<file path="src/inc/hbsp_map.svh">
// constants of the half-bridge serial command port
`ifndef HBSP_MAP_SVH
`define HBSP_MAP_SVH
`define HBSP_CLK_MHZ     100
`define HBSP_FRAME_BITS  16
`define HBSP_GROUP_BITS  8
`define HBSP_BRIDGES     6
`define HBSP_POR_US      100
`define HBSP_SRR_US      150
`define HBSP_DEAD_NS     1500
`define HBSP_CTRL_RESET  16'h0000
`define HBSP_DIAG_RESET  16'h0000
`endif

</file>
<file path="src/inc/hbsp_pkg.sv">
// types shared by the half-bridge serial command port
package hbsp_pkg;
	// command word, bit 15 first
	typedef struct packed {
		logic       fault_clear_request;
		logic       bridge_group_select;
		logic       underload_shutdown_enable;
		logic [5:0] bridge_output_enable;
		logic [5:0] bridge_side_select;
		logic       overvoltage_lockout_enable;
	} hbsp_ctrl_t;
	// diagnostic word, bit 15 first
	typedef struct packed {
		logic       overcurrent_shutdown_flag;
		logic       supply_failure_flag;
		logic       underload_flag;
		logic [5:0] bridge_enable_report;
		logic [5:0] bridge_side_report;
		logic       thermal_warning_flag;
	} hbsp_diag_t;
	// analog fault events into the logic
	typedef struct packed {
		logic       thermal_shutdown;
		logic       overcurrent;
		logic       supply_failure;
		logic       thermal_warning;
		logic [5:0] underload;
	} hbsp_fault_t;
	typedef enum logic [1:0] {
		hbsp_off,
		hbsp_por,
		hbsp_run
	} hbsp_state_t;
endpackage

</file>
<file path="src/verilog/hbsp_bridge_gate.sv">
// non-overlapping high/low side gate control for the half bridges
`timescale 1ns/1ps
`include "hbsp_map.svh"
module hbsp_bridge_gate #(
	parameter int N    = `HBSP_BRIDGES,
	parameter int DEAD = 150
) (
	input  wire logic         clock,
	input  wire logic         rst,
	input  wire logic [N-1:0] want_high,
	input  wire logic [N-1:0] want_low,
	output logic      [N-1:0] high_on,
	output logic      [N-1:0] low_on
);
	localparam int CW = $clog2(DEAD + 1);
	genvar i;
	generate
		for (i = 0; i < N; i++) begin : g_br
			logic [CW-1:0] dead;
			logic          hi;
			logic          lo;
			wire           drop = (hi & ~want_high[i]) | (lo & ~want_low[i]);
			// one register pair per bridge, so no output vector has several writers
			always_ff @(posedge clock) begin
				if (rst) begin
					hi   <= 1'b0;
					lo   <= 1'b0;
					dead <= '0;
				end else if (drop) begin
					// both sides off first, then wait out the dead time
					hi   <= 1'b0;
					lo   <= 1'b0;
					dead <= CW'(DEAD);
				end else if (dead != '0) begin
					dead <= dead - 1'b1;
				end else begin
					hi <= want_high[i] & ~want_low[i];
					lo <= want_low[i] & ~want_high[i];
				end
			end
			assign high_on[i] = hi;
			assign low_on[i]  = lo;
			property p_no_shoot;
				@(posedge clock) disable iff (rst) !(high_on[i] && low_on[i]);
			endproperty
			a_no_shoot: assert property (p_no_shoot) else $error("both sides on");
			property p_gap_high;
				@(posedge clock) disable iff (rst) $fell(low_on[i]) |-> !high_on[i] [*8];
			endproperty
			a_gap_high: assert property (p_gap_high) else $error("no dead time");
		end
	endgenerate
endmodule

</file>
<file path="src/verilog/hbsp_command_port.sv">
// serial command and diagnostic port of the six half-bridge driver
//
// Function
// enable low clears everything, drivers off
// enable high runs power-on delay, then operation
// serial transfers only honoured while enabled
// full duplex 16-bit frames plus pre bit
// master holds data and clock low first
// msb first, input sampled on falling clock
// previous diagnostics shifted out on rising clock
// at least sixteen bits counted per frame
// extra bits only in whole groups of eight
// chip select rise commits last sixteen bits
// serial output released while chip select high
// bit 15 set clears latched faults
// bit 14 reserved, master writes zero
// bit 13 enables per-bridge under-load shutdown
// bits 12..7 enable bridges 6..1
// bits 6..1 pick high or low side
// bit 0 enables over-voltage lockout
// thermal shutdown bit shown before first rise
// never both sides on, dead time inserted
// diagnostic word layout fixed
// too-close fault clear requests are ignored
// command word zero after enable reset
`timescale 1ns/1ps
`include "hbsp_map.svh"
module hbsp_command_port #(
	parameter int POR_CYCLES = `HBSP_POR_US * `HBSP_CLK_MHZ,
	parameter int SRR_CYCLES = `HBSP_SRR_US * `HBSP_CLK_MHZ
) (
	input  wire logic                  clock,
	input  wire logic                  rst,
	input  wire logic                  enable,
	input  wire logic                  chip_select_low,
	input  wire logic                  shift_clock,
	input  wire logic                  serial_in,
	output logic                       serial_out,
	output logic                       serial_out_oe,
	input  wire hbsp_pkg::hbsp_fault_t fault_event,
	output logic [`HBSP_BRIDGES-1:0]   high_side_on,
	output logic [`HBSP_BRIDGES-1:0]   low_side_on,
	output logic                       overvoltage_lockout_enable,
	output logic                       thermal_shutdown_latched,
	output logic                       logic_ready
);
	localparam int DEAD_CYCLES = (`HBSP_DEAD_NS * `HBSP_CLK_MHZ + 999) / 1000;
	localparam int FB = `HBSP_FRAME_BITS;

	// ==========================================================
	// pin synchronisers
	logic [1:0] en_sync;
	logic [1:0] cs_sync;
	logic [1:0] sck_sync;
	logic [1:0] si_sync;
	logic       cs_prev;
	logic       sck_prev;
	always_ff @(posedge clock) begin
		if (rst) begin
			en_sync  <= 2'h0;
			cs_sync  <= 2'h3;
			sck_sync <= 2'h0;
			si_sync  <= 2'h0;
			cs_prev  <= 1'b1;
			sck_prev <= 1'b0;
		end else begin
			en_sync  <= {en_sync[0], enable};
			cs_sync  <= {cs_sync[0], chip_select_low};
			sck_sync <= {sck_sync[0], shift_clock};
			si_sync  <= {si_sync[0], serial_in};
			cs_prev  <= cs_sync[1];
			sck_prev <= sck_sync[1];
		end
	end
	wire en_s     = en_sync[1];
	wire cs_s     = cs_sync[1];
	wire si_s     = si_sync[1];
	wire cs_fall  = cs_prev & ~cs_s;
	wire cs_rise  = ~cs_prev & cs_s;
	wire sck_rise = ~sck_prev & sck_sync[1] & ~cs_s;
	wire sck_fall = sck_prev & ~sck_sync[1] & ~cs_s;

	// ==========================================================
	// enable and power-on sequence
	// a low enable acts as a reset of all the logic below
	wire                  clr = rst | ~en_s;
	hbsp_pkg::hbsp_state_t state;
	hbsp_pkg::hbsp_state_t next_state;
	int unsigned          por_cnt;
	always_comb begin
		next_state = state;
		case (state)
			hbsp_pkg::hbsp_off: next_state = hbsp_pkg::hbsp_por;
			hbsp_pkg::hbsp_por: if (por_cnt == 0) next_state = hbsp_pkg::hbsp_run;
			hbsp_pkg::hbsp_run: next_state = hbsp_pkg::hbsp_run;
			default:            next_state = hbsp_pkg::hbsp_off;
		endcase
	end
	always_ff @(posedge clock) begin
		if (clr) begin
			state   <= hbsp_pkg::hbsp_off;
			por_cnt <= POR_CYCLES;
		end else begin
			state <= next_state;
			if (state == hbsp_pkg::hbsp_por && por_cnt != 0)
				por_cnt <= por_cnt - 1;
		end
	end
	assign logic_ready = (state == hbsp_pkg::hbsp_run);
	// a frame counts only if it started after the port became ready
	logic frame_open;
	wire  active = logic_ready & frame_open;

	// ==========================================================
	// frame reception
	logic [FB-1:0] rx_shift;
	logic [15:0]   bit_cnt;
	function automatic logic frame_valid(input logic [15:0] n);
		frame_valid = (n >= 16'(FB)) && (n[2:0] == 3'h0);
	endfunction
	wire frame_ok = frame_valid(bit_cnt);
	always_ff @(posedge clock) begin
		if (clr) begin
			rx_shift   <= '0;
			bit_cnt    <= 16'h0000;
			frame_open <= 1'b0;
		end else begin
			if (cs_fall) begin
				bit_cnt    <= 16'h0000;
				frame_open <= logic_ready;
			end else if (cs_rise) begin
				frame_open <= 1'b0;
			end
			if (sck_fall && active) begin
				rx_shift <= {rx_shift[FB-2:0], si_s};
				if (bit_cnt != 16'hffff)
					bit_cnt <= bit_cnt + 16'h0001;
			end
		end
	end

	// ==========================================================
	// command word and fault clear spacing
	hbsp_pkg::hbsp_ctrl_t ctrl;
	int unsigned          srr_gap;
	wire                  commit    = cs_rise & active & frame_ok;
	wire                  req_clear = commit & rx_shift[FB-1];
	wire                  clear_ok  = req_clear & (srr_gap == 0);
	always_ff @(posedge clock) begin
		if (clr) begin
			ctrl    <= `HBSP_CTRL_RESET;
			srr_gap <= 0;
		end else begin
			if (commit)
				ctrl <= rx_shift;
			if (req_clear)
				srr_gap <= SRR_CYCLES;
			else if (srr_gap != 0)
				srr_gap <= srr_gap - 1;
		end
	end
	assign overvoltage_lockout_enable = ctrl.overvoltage_lockout_enable;

	// ==========================================================
	// latched faults; a new event beats a clear in the same cycle
	logic                     ocs_latched;
	logic [`HBSP_BRIDGES-1:0] uld_latched;
	always_ff @(posedge clock) begin
		if (clr) begin
			thermal_shutdown_latched <= 1'b0;
			ocs_latched              <= 1'b0;
			uld_latched              <= '0;
		end else begin
			thermal_shutdown_latched <= fault_event.thermal_shutdown |
				(thermal_shutdown_latched & ~clear_ok);
			ocs_latched <= fault_event.overcurrent | (ocs_latched & ~clear_ok);
			uld_latched <= fault_event.underload |
				(uld_latched & ~{`HBSP_BRIDGES{clear_ok}});
		end
	end

	// ==========================================================
	// bridge drive
	wire                      global_off = ~logic_ready | thermal_shutdown_latched |
		ocs_latched | (fault_event.supply_failure & ctrl.overvoltage_lockout_enable);
	wire [`HBSP_BRIDGES-1:0]  uld_off = uld_latched &
		{`HBSP_BRIDGES{ctrl.underload_shutdown_enable}};
	wire [`HBSP_BRIDGES-1:0]  drive_on = ctrl.bridge_output_enable & ~uld_off &
		~{`HBSP_BRIDGES{global_off}};
	wire [`HBSP_BRIDGES-1:0]  want_high = drive_on & ctrl.bridge_side_select;
	wire [`HBSP_BRIDGES-1:0]  want_low = drive_on & ~ctrl.bridge_side_select;
	hbsp_bridge_gate #(
		.N    (`HBSP_BRIDGES),
		.DEAD (DEAD_CYCLES)
	) u_gate (
		.clock     (clock),
		.rst       (clr),
		.want_high (want_high),
		.want_low  (want_low),
		.high_on   (high_side_on),
		.low_on    (low_side_on)
	);

	// ==========================================================
	// diagnostic output
	hbsp_pkg::hbsp_diag_t diag;
	assign diag = {ocs_latched, fault_event.supply_failure, |uld_latched,
		ctrl.bridge_output_enable, ctrl.bridge_side_select,
		fault_event.thermal_warning};
	// slot 0 refills with the input bit, so data passes on after 16 clocks
	logic [FB-1:0] tx_shift;
	logic          so_bit;
	always_ff @(posedge clock) begin
		if (clr) begin
			tx_shift <= `HBSP_DIAG_RESET;
			so_bit   <= 1'b0;
		end else if (cs_fall) begin
			tx_shift <= diag;
			so_bit   <= thermal_shutdown_latched;
		end else if (sck_rise && active) begin
			so_bit   <= tx_shift[FB-1];
			tx_shift <= {tx_shift[FB-2:0], 1'b0};
		end else if (sck_fall && active) begin
			tx_shift[0] <= si_s;
		end else if (cs_s) begin
			so_bit <= 1'b0;
		end
	end
	assign serial_out    = so_bit;
	assign serial_out_oe = ~cs_s & logic_ready;

	// ==========================================================
	// checks
	property p_so_released;
		@(posedge clock) disable iff (rst) cs_s |-> !serial_out_oe;
	endproperty
	a_so_released: assert property (p_so_released) else $error("output driven");
	property p_disable_clears;
		@(posedge clock) disable iff (rst) !en_s |=> ctrl == 16'h0000 && !logic_ready;
	endproperty
	a_disable_clears: assert property (p_disable_clears) else $error("not cleared");
	property p_por_wait;
		@(posedge clock) disable iff (rst) $rose(en_s) |=> !logic_ready [*8];
	endproperty
	a_por_wait: assert property (p_por_wait) else $error("ready too early");
	property p_commit;
		@(posedge clock) disable iff (clr) commit |=> ctrl == $past(rx_shift);
	endproperty
	a_commit: assert property (p_commit) else $error("frame not taken");
	property p_discard;
		@(posedge clock) disable iff (clr) cs_rise && !frame_ok |=> $stable(ctrl);
	endproperty
	a_discard: assert property (p_discard) else $error("bad frame taken");
	property p_short;
		@(posedge clock) disable iff (clr) bit_cnt < 16'h0010 |-> !frame_ok;
	endproperty
	a_short: assert property (p_short) else $error("short frame ok");
	property p_pre_bit;
		@(posedge clock) disable iff (clr)
			cs_fall |=> serial_out == $past(thermal_shutdown_latched);
	endproperty
	a_pre_bit: assert property (p_pre_bit) else $error("pre bit wrong");
	property p_sample;
		@(posedge clock) disable iff (clr) sck_fall && active |=> rx_shift[0] == $past(si_s);
	endproperty
	a_sample: assert property (p_sample) else $error("input bit lost");
	property p_clear;
		@(posedge clock) disable iff (clr)
			clear_ok && !fault_event.overcurrent |=> !ocs_latched;
	endproperty
	a_clear: assert property (p_clear) else $error("fault not cleared");
	property p_spacing;
		@(posedge clock) disable iff (clr) req_clear |=> !clear_ok [*8];
	endproperty
	a_spacing: assert property (p_spacing) else $error("clear too close");
endmodule

</file>
<file path="config.mk">
export PLATFORM = sky130hd
export DESIGN_NAME = hbsp_command_port
export DESIGN_NICKNAME = d
export VERILOG_FILES = /design/src/inc/hbsp_pkg.sv /design/src/verilog/hbsp_bridge_gate.sv /design/src/verilog/hbsp_command_port.sv
export VERILOG_INCLUDE_DIRS = /design/src /design/src/inc
export SDC_FILE = /design/constraint.sdc
export NUM_CORES = 1
export LEC_CHECK = 0
export BUFFER_PORTS_ARGS = -buffer_cell sky130_fd_sc_hd__buf_4
export CAP_MARGIN = 10
export CELL_PAD_IN_SITES_DETAIL_PLACEMENT = 0
export CELL_PAD_IN_SITES_GLOBAL_PLACEMENT = 1
export CORE_UTILIZATION = 51
export DETAILED_ROUTE_END_ITERATION = 16
export PLACE_DENSITY_LB_ADDON = 0.1
export SLEW_MARGIN = 20
export SYNTH_ARGS = -nofsm -noshare
export SYNTH_HDL_FRONTEND = slang
export SYNTH_HIERARCHICAL = 1
export SYNTH_SLANG_ARGS = --single-unit
</file>
<file path="constraint.sdc">
create_clock -name clock -period 3.8 [get_ports clock]
set_input_delay 0.38 -clock clock [delete_from_list [all_inputs] [get_ports clock]]
set_output_delay 0.38 -clock clock [all_outputs]
set_load 0.02 [all_outputs]
</file>
# Yosys cells after proc, flatten, opt, wreduce, memory -nomap -nowiden
# Cells that the tools add are included.
[word_totals] regBits=208 input_bits=16 output_inout_bits=17 wordCells=208
[op_classes] add_sub_neg=9 magnitude_cmp=1 n_eq_ne=5 mux=29 n_bitwise=81 reduce_logical=36
[op_table] op="$mux W8" n=12
[op_table] op="$logic_not A32 Y1" n=2
[op_table] op="$mux W16" n=4
[op_table] op="$reduce_bool A32 Y1" n=2
[op_table] op="$sub A32 B1 Y32 const B" n=2
[op_table] op="$reduce_bool A8 Y1" n=6
[op_table] op="$sub A8 B1 Y8 const B" n=6
[op_table] op="$and A1 B1 Y1" n=39
[op_table] op="$and A6 B6 Y6" n=6
[op_table] op="$mux W14" n=2
[op_table] op="$not A6 Y6" n=4
[op_table] op="$not A1 Y1" n=19
[op_table] op="$reduce_bool A2 Y1" n=9
[op_table] op="$add A16 B1 Y16 const B" n=1
[op_table] op="$ge A16 B5 Y1 const B" n=1
[op_table] op="$ne A16 B16 Y1 const B" n=1
[op_table] op="$mux W15" n=1
[op_table] op="$reduce_or A2 Y1" n=7
[op_table] op="$or A1 B1 Y1" n=12
[op_table] op="$mux W1" n=8
[op_table] op="$or A6 B6 Y6" n=1
[op_table] op="$pmux W2 S3" n=1
[op_table] op="$reduce_bool A3 Y1" n=2
[op_table] op="$reduce_or A6 Y1" n=1
[op_table] op="other kinds (9)" n=12

# Logic depth before layout (Yosys ltp)
[logic_depth] depth_word=12 mapped_depth=10 depth_no_buf=10

# Cells and area by module
# Netlist, hierarchy kept.
[by_module_without_submodules] mod="hbsp_command_port" n_inst=1 cells_each=815 area_per_inst_um2=6876.6 seq_area_each_um2=2962.8
[by_module_without_submodules] mod="hbsp_bridge_gate" n_inst=1 cells_each=339 area_per_inst_um2=3067.9 seq_area_each_um2=1201.2

# Worst setup path after synthesis
# No wires, ideal clock.
[synth_path] kind="register -> register" startpoint="reg state[0]" endpoint="reg u_gate.g_br[2].dead[3]" setup_ns=0.070 arrival_ns=2.708 required_ns=3.730 path_slack_ns=1.022 stages_incl_launch_ff=11 n_path_buf=0 period_less_slack_ns=2.778 cell_sequence="dfxtp_1 inv_1 ha_1 inv_1 a2111oi_0 nand3_1 nor2_1 inv_1 a22oi_1 nand3b_1 a21oi_1"
[synth_between] elab_chain_len=12 word_cells_on_any_way=15 classes_between="eq/ne (1); bitwise (13); reduce/logical (1)"
[synth_lines] element="from (decl)" line_no="hbsp_command_port.sv:87" rtl="hbsp_pkg::hbsp_state_t state;"
[synth_lines] element="from (signal assigned)" line_no="hbsp_command_port.sv:101" rtl="state <= hbsp_pkg::hbsp_off;"
[synth_lines] element="from (signal assigned)" line_no="hbsp_command_port.sv:104" rtl="state <= next_state;"
[synth_lines] element="$eq A2 B2 Y1" line_no="hbsp_command_port.sv:109" rtl="assign logic_ready = (state == hbsp_pkg::hbsp_run);"
[synth_lines] element="named net logic_ready" line_no="hbsp_command_port.sv:45" rtl="output logic logic_ready"
[synth_lines] element="$not A1 Y1" line_no="hbsp_command_port.sv:184" rtl="wire global_off = ~logic_ready | thermal_shutdown_latched |"
[synth_lines] element="$or A1 B1 Y1 (2 in a row)" line_no="hbsp_command_port.sv:184"
[synth_lines] element="$or A1 B1 Y1" line_no="hbsp_command_port.sv:185" rtl="ocs_latched | (fault_event.supply_failure & ctrl.overvoltage_lockout_enable);"
[synth_lines] element="$not A6 Y6" line_no="hbsp_command_port.sv:189" rtl="~{`HBSP_BRIDGES{global_off}};"
[synth_lines] element="$and A6 B6 Y6" line_no="hbsp_command_port.sv:188" rtl="wire [`HBSP_BRIDGES-1:0] drive_on = ctrl.bridge_output_enable & ~uld_off &"
[synth_lines] element="$and A6 B6 Y6" line_no="hbsp_command_port.sv:190" rtl="wire [`HBSP_BRIDGES-1:0] want_high = drive_on & ctrl.bridge_side_select;"
[synth_lines] element="named net want_high[2]" line_no="hbsp_command_port.sv:190"
[synth_lines] element="$not A1 Y1" line_no="hbsp_bridge_gate.sv:22" rtl="wire drop = (hi & ~want_high[i]) | (lo & ~want_low[i]);"
[synth_lines] element="$and A1 B1 Y1" line_no="hbsp_bridge_gate.sv:22"
[synth_lines] element="$or A1 B1 Y1" line_no="hbsp_bridge_gate.sv:22"
[synth_lines] element="$reduce_or A2 Y1 (no source line)"
[synth_lines] element="to (signal assigned)" line_no="hbsp_bridge_gate.sv:33" rtl="dead <= CW'(DEAD);"
[synth_lines] element="to (signal assigned)" line_no="hbsp_bridge_gate.sv:35" rtl="dead <= dead - 1'b1;"
[synth_lines] element="to (decl)" line_no="hbsp_bridge_gate.sv:19" rtl="logic [CW-1:0] dead;"
# The timed path passes the listed nets, and every way through them passes these cells.
# A chain may end at the register's enable or synchronous reset.

# Final worst setup path
[layout_path] startpoint="reg srr_gap[5]" endpoint="reg srr_gap[31]"
[layout_between] elab_chain_len=1 word_cells_on_any_way=2 classes_between="add/sub (1); reduce/logical (1)"
[layout_lines] element="from (decl)" line_no="hbsp_command_port.sv:145" rtl="int unsigned srr_gap;"
[layout_lines] element="from (signal assigned)" line_no="hbsp_command_port.sv:159" rtl="srr_gap <= srr_gap - 1;"
[layout_lines] element="$sub A32 B1 Y32 / $reduce_bool A32 Y1 (equally long branches)" line_no="hbsp_command_port.sv:159, hbsp_command_port.sv:158"
# Parallel ways exist; a longest one is shown, timed or not.

==> impl_metrics.toml <==
[critical_path]
crit_arrival_ns = 3.11
cp-startpoint = "srr_gap[5]$_SDFFE_PP0P_"
r2r_start = "srr_gap[5]$_SDFFE_PP0P_"
end_kind = "flop"
regToRegSetupSlack_ns = 1.12
crit_fanout = 12
slowest_delay_ns = 0.61
critPathBufInv = 0
cp_slowest_cell = "nor3_2"
crit_chain = "or4_4 -> nor3_2 -> nand4_2 -> or4_1 -> a21oi_1"
cp_top_family = "simple AND/OR/NAND/NOR gates"
r2r_cells = 5
r2r-end = "srr_gap[31]$_SDFFE_PP0P_"
crit_type = "reg2reg"
startpoint_type = "flop"
cp.required_ns = 4.23

[pwr]
power_switching_mw = 0.935
p_int_mw = 3.67
pwr-share-comb_pct = 1.5
irDropWorstVdd_mv = 0.299
swShare_pct = 20.3
powerDensity_nw_per_um2 = 412
clkPwrFrac_pct = 50.9
total_power_mw = 4.60
seq_power_share_pct = 47.6
p_leak_nw = 3.93

[cells_and_area]
antennaDiodeCount = 0
nFillCells = 1748
final_cell_mix = "dfxtp_1 (208), nand2_1 (114), a21oi_1 (105)"
drive_gt1_share_pct = 11.7
seq_area_sq_um = 4160
multiInputGateArea_sq_um = 5310
fin_cells = 1441
nNetsFinal = 1204
syn_to_final_growth_pct = 12.3
mostFrequentLayoutCell = "dfxtp_1"

[logic_synthesis]
yosysSeqAreaShare_pct = 41.9
syn_nets = 1194
synth_cells = 1154
yosys_register_bits = 208
synth_edf_count = 0
synth_area_sq_um = 9940
synth-main-ff-cell = "dfxtp_1"
ys_warn_count = 6
syn_avg_cell_area_sq_um = 8.62
synth-async-reset-ratio_pct = 0
synth.distinct_cells = 72

[sta]
timing.hold.ws_ns = 0.0719
slew_headroom_pct = 44.2
rsz0062_at_grt = "false"
drv_slew = 0
min_period_ns = 2.68
layout_setup_ws_ns = 1.12
fmax_ghz = 0.373
finalClockSkew_ns = 0.00911
period_share_pct = 70.5
tns_ns = 0
setup_viol = 0
worst_pin_slew_ns = 0.830
hold_violations = 0

[floorplan]
die_width_um = 142
die_area_sq_um = 20100
die_h_um = 142
io_pins = 33
start_util_pct = 52.6
core.rowCount = 50
coreArea_sq_um = 18900

[placed_design]
gp_congestion = 0.804
portBuffers = 32
place_hpwl_mm = 13.9
dp_cells = 1398
place_ws_ns = 1.12

[global_route]
grt_pass1_wl_mm = 35.5
antenna_found_initial = 0
grt_use_total_pct = 21.1
grt_overflow = 0
grt_pass1_vias = 7430
grt_start_max_net_pins = 101

[clock_tree]
htree_levels = 1
cts_tree = "yes"
path_clk_slew_ns = 0.06
postCtsHoldBufs = 0
clkLatencyLatePin_ns = 0.51
postCtsSetupRepairBufs = 0
cts_sinks = 208
max-clock-path-buffers = 3
postCtsResizedCells = 0
numCtsBuffers = 24
root_buffer = "clkbuf_16"

[route]
routed_wl_mm = 21.1
drc = 0
ant_nets = 0
num_vias = 8116
wl_per_cell_um = 14.6
detail_route.first_pass.iterations = 5
drt_iter0_markers = 380
via_per_inst = 5.63

[worst_hold_path]
worstHoldPathType = "in2reg"
hp-start = "chip_select_low"
holdPathStages = 2
whs_endpoint = "cs_sync[0]$_SDFF_PP1_"

[outcome]
outcome = "complete, no violations"

[flow_run]
drv.max_cap_violation_count = 0
[power by group through the flow]
stage	clock [mW]	sequential (mW)	combinational, mW
after CTS	2.40	2.19	0.0689
after detailed placement	0	2.24	0.0687
after floorplan	0	2.24	0.0420
after global routing	2.49	2.19	0.0751
after global placement	0	2.24	0.0680
final	2.34	2.19	0.0680
[metrics by stage]
stage | area [sq um] | util [%]
after floorplan | 9940 | -
after global placement | 10400 | 54.8
after detailed placement | 10400 | 54.8
after CTS | 11200 | 59.1
after global routing | 11200 | 59.1
final | 11200 | 59.1
[state kept, by name, summed over array words and instances (netlist names), 6 cells and up]
name and count:
u_gate/g_br.hi 6, rx_shift 16, por_cnt 32, srr_gap 32
uld_latched 6, tx_shift 16, u_gate/g_br.lo 6, ctrl 13
bit_cnt 16, u_gate/g_br.dead 48
[metal layers]
metal	global-route usage (%)	routed length (um)	up-vias
met5	0	0	-
met4	5.38	425	0
met3	3.00	728	33
met2	33.5	9330	133
met1	29.9	10600	3778
li1	-	-	4172
[cells by family after synthesis]
| family | count (synthesis) | share of synthesized area (%) |
|---|---|---|
| buf+inv | 114 | 4.91 |
| xor+xnor | 52 | 4.58 |
| fa+ha+maj | 24 | 3.02 |
| compound gates | 243 | 15.6 |
| flops | 208 | 41.9 |
| simple gates | 477 | 26.1 |
| mux | 36 | 3.90 |
[cells in the mapped netlist, types with 8 or more instances]
| library cell | number | area share (%) |
|---|---|---|
| a211oi_1 | 8 | 0.60 |
| a21oi_1 | 105 | 5.3 |
| a22o_1 | 9 | 0.79 |
| a31oi_1 | 15 | 0.94 |
| buf_4 | 13 | 0.98 |
| clkbuf_1 | 37 | 1.4 |
| dfxtp_1 | 208 | 42 |
| ha_1 | 24 | 3.0 |
| inv_1 | 54 | 2.0 |
| mux2_2 | 16 | 1.8 |
| mux2i_1 | 14 | 1.4 |
| nand2_1 | 114 | 4.3 |
| nand2b_1 | 16 | 1.0 |
| nand3_1 | 48 | 2.4 |
| nand3b_1 | 16 | 1.2 |
| nand4_1 | 12 | 0.75 |
| nor2_1 | 97 | 3.7 |
| nor2b_1 | 9 | 0.57 |
| nor3_1 | 27 | 1.4 |
| nor4_1 | 31 | 2.0 |
| o211ai_1 | 14 | 1.1 |
| o21ai_0 | 31 | 1.6 |
| o31ai_1 | 20 | 1.5 |
| or2_2 | 10 | 0.63 |
| or3_1 | 36 | 2.3 |
| or4_1 | 24 | 1.8 |
| xnor2_1 | 19 | 1.7 |
| xor2_1 | 33 | 2.9 |
[worst max path at each step]
stage	to	slack [ns]	cells after the start
6_report	srr_gap[31]$_SDFFE_PP0P_	1.12	5
3_5_place_dp	srr_gap[31]$_SDFFE_PP0P_	1.12	5
4_1_cts	srr_gap[31]$_SDFFE_PP0P_	1.11	5
3_3_place_gp	srr_gap[31]$_SDFFE_PP0P_	1.20	5
2_1_floorplan	u_gate/g_br[2].dead[3]$_SDFFE_PP0P_	1.02	10
5_1_grt	srr_gap[31]$_SDFFE_PP0P_	0.94	5
[layout make-up]
type | count | share of cell area [%]
tap | 260 | 2.91
multi-input combinational | 832 | 47.6
clock inverter | 7 | 0.796
timing repair buffer | 44 | 3.07
clock buffer | 36 | 6.51
inverter | 54 | 1.84
sequential | 208 | 37.3
Power figures use the tool's default switching activity.
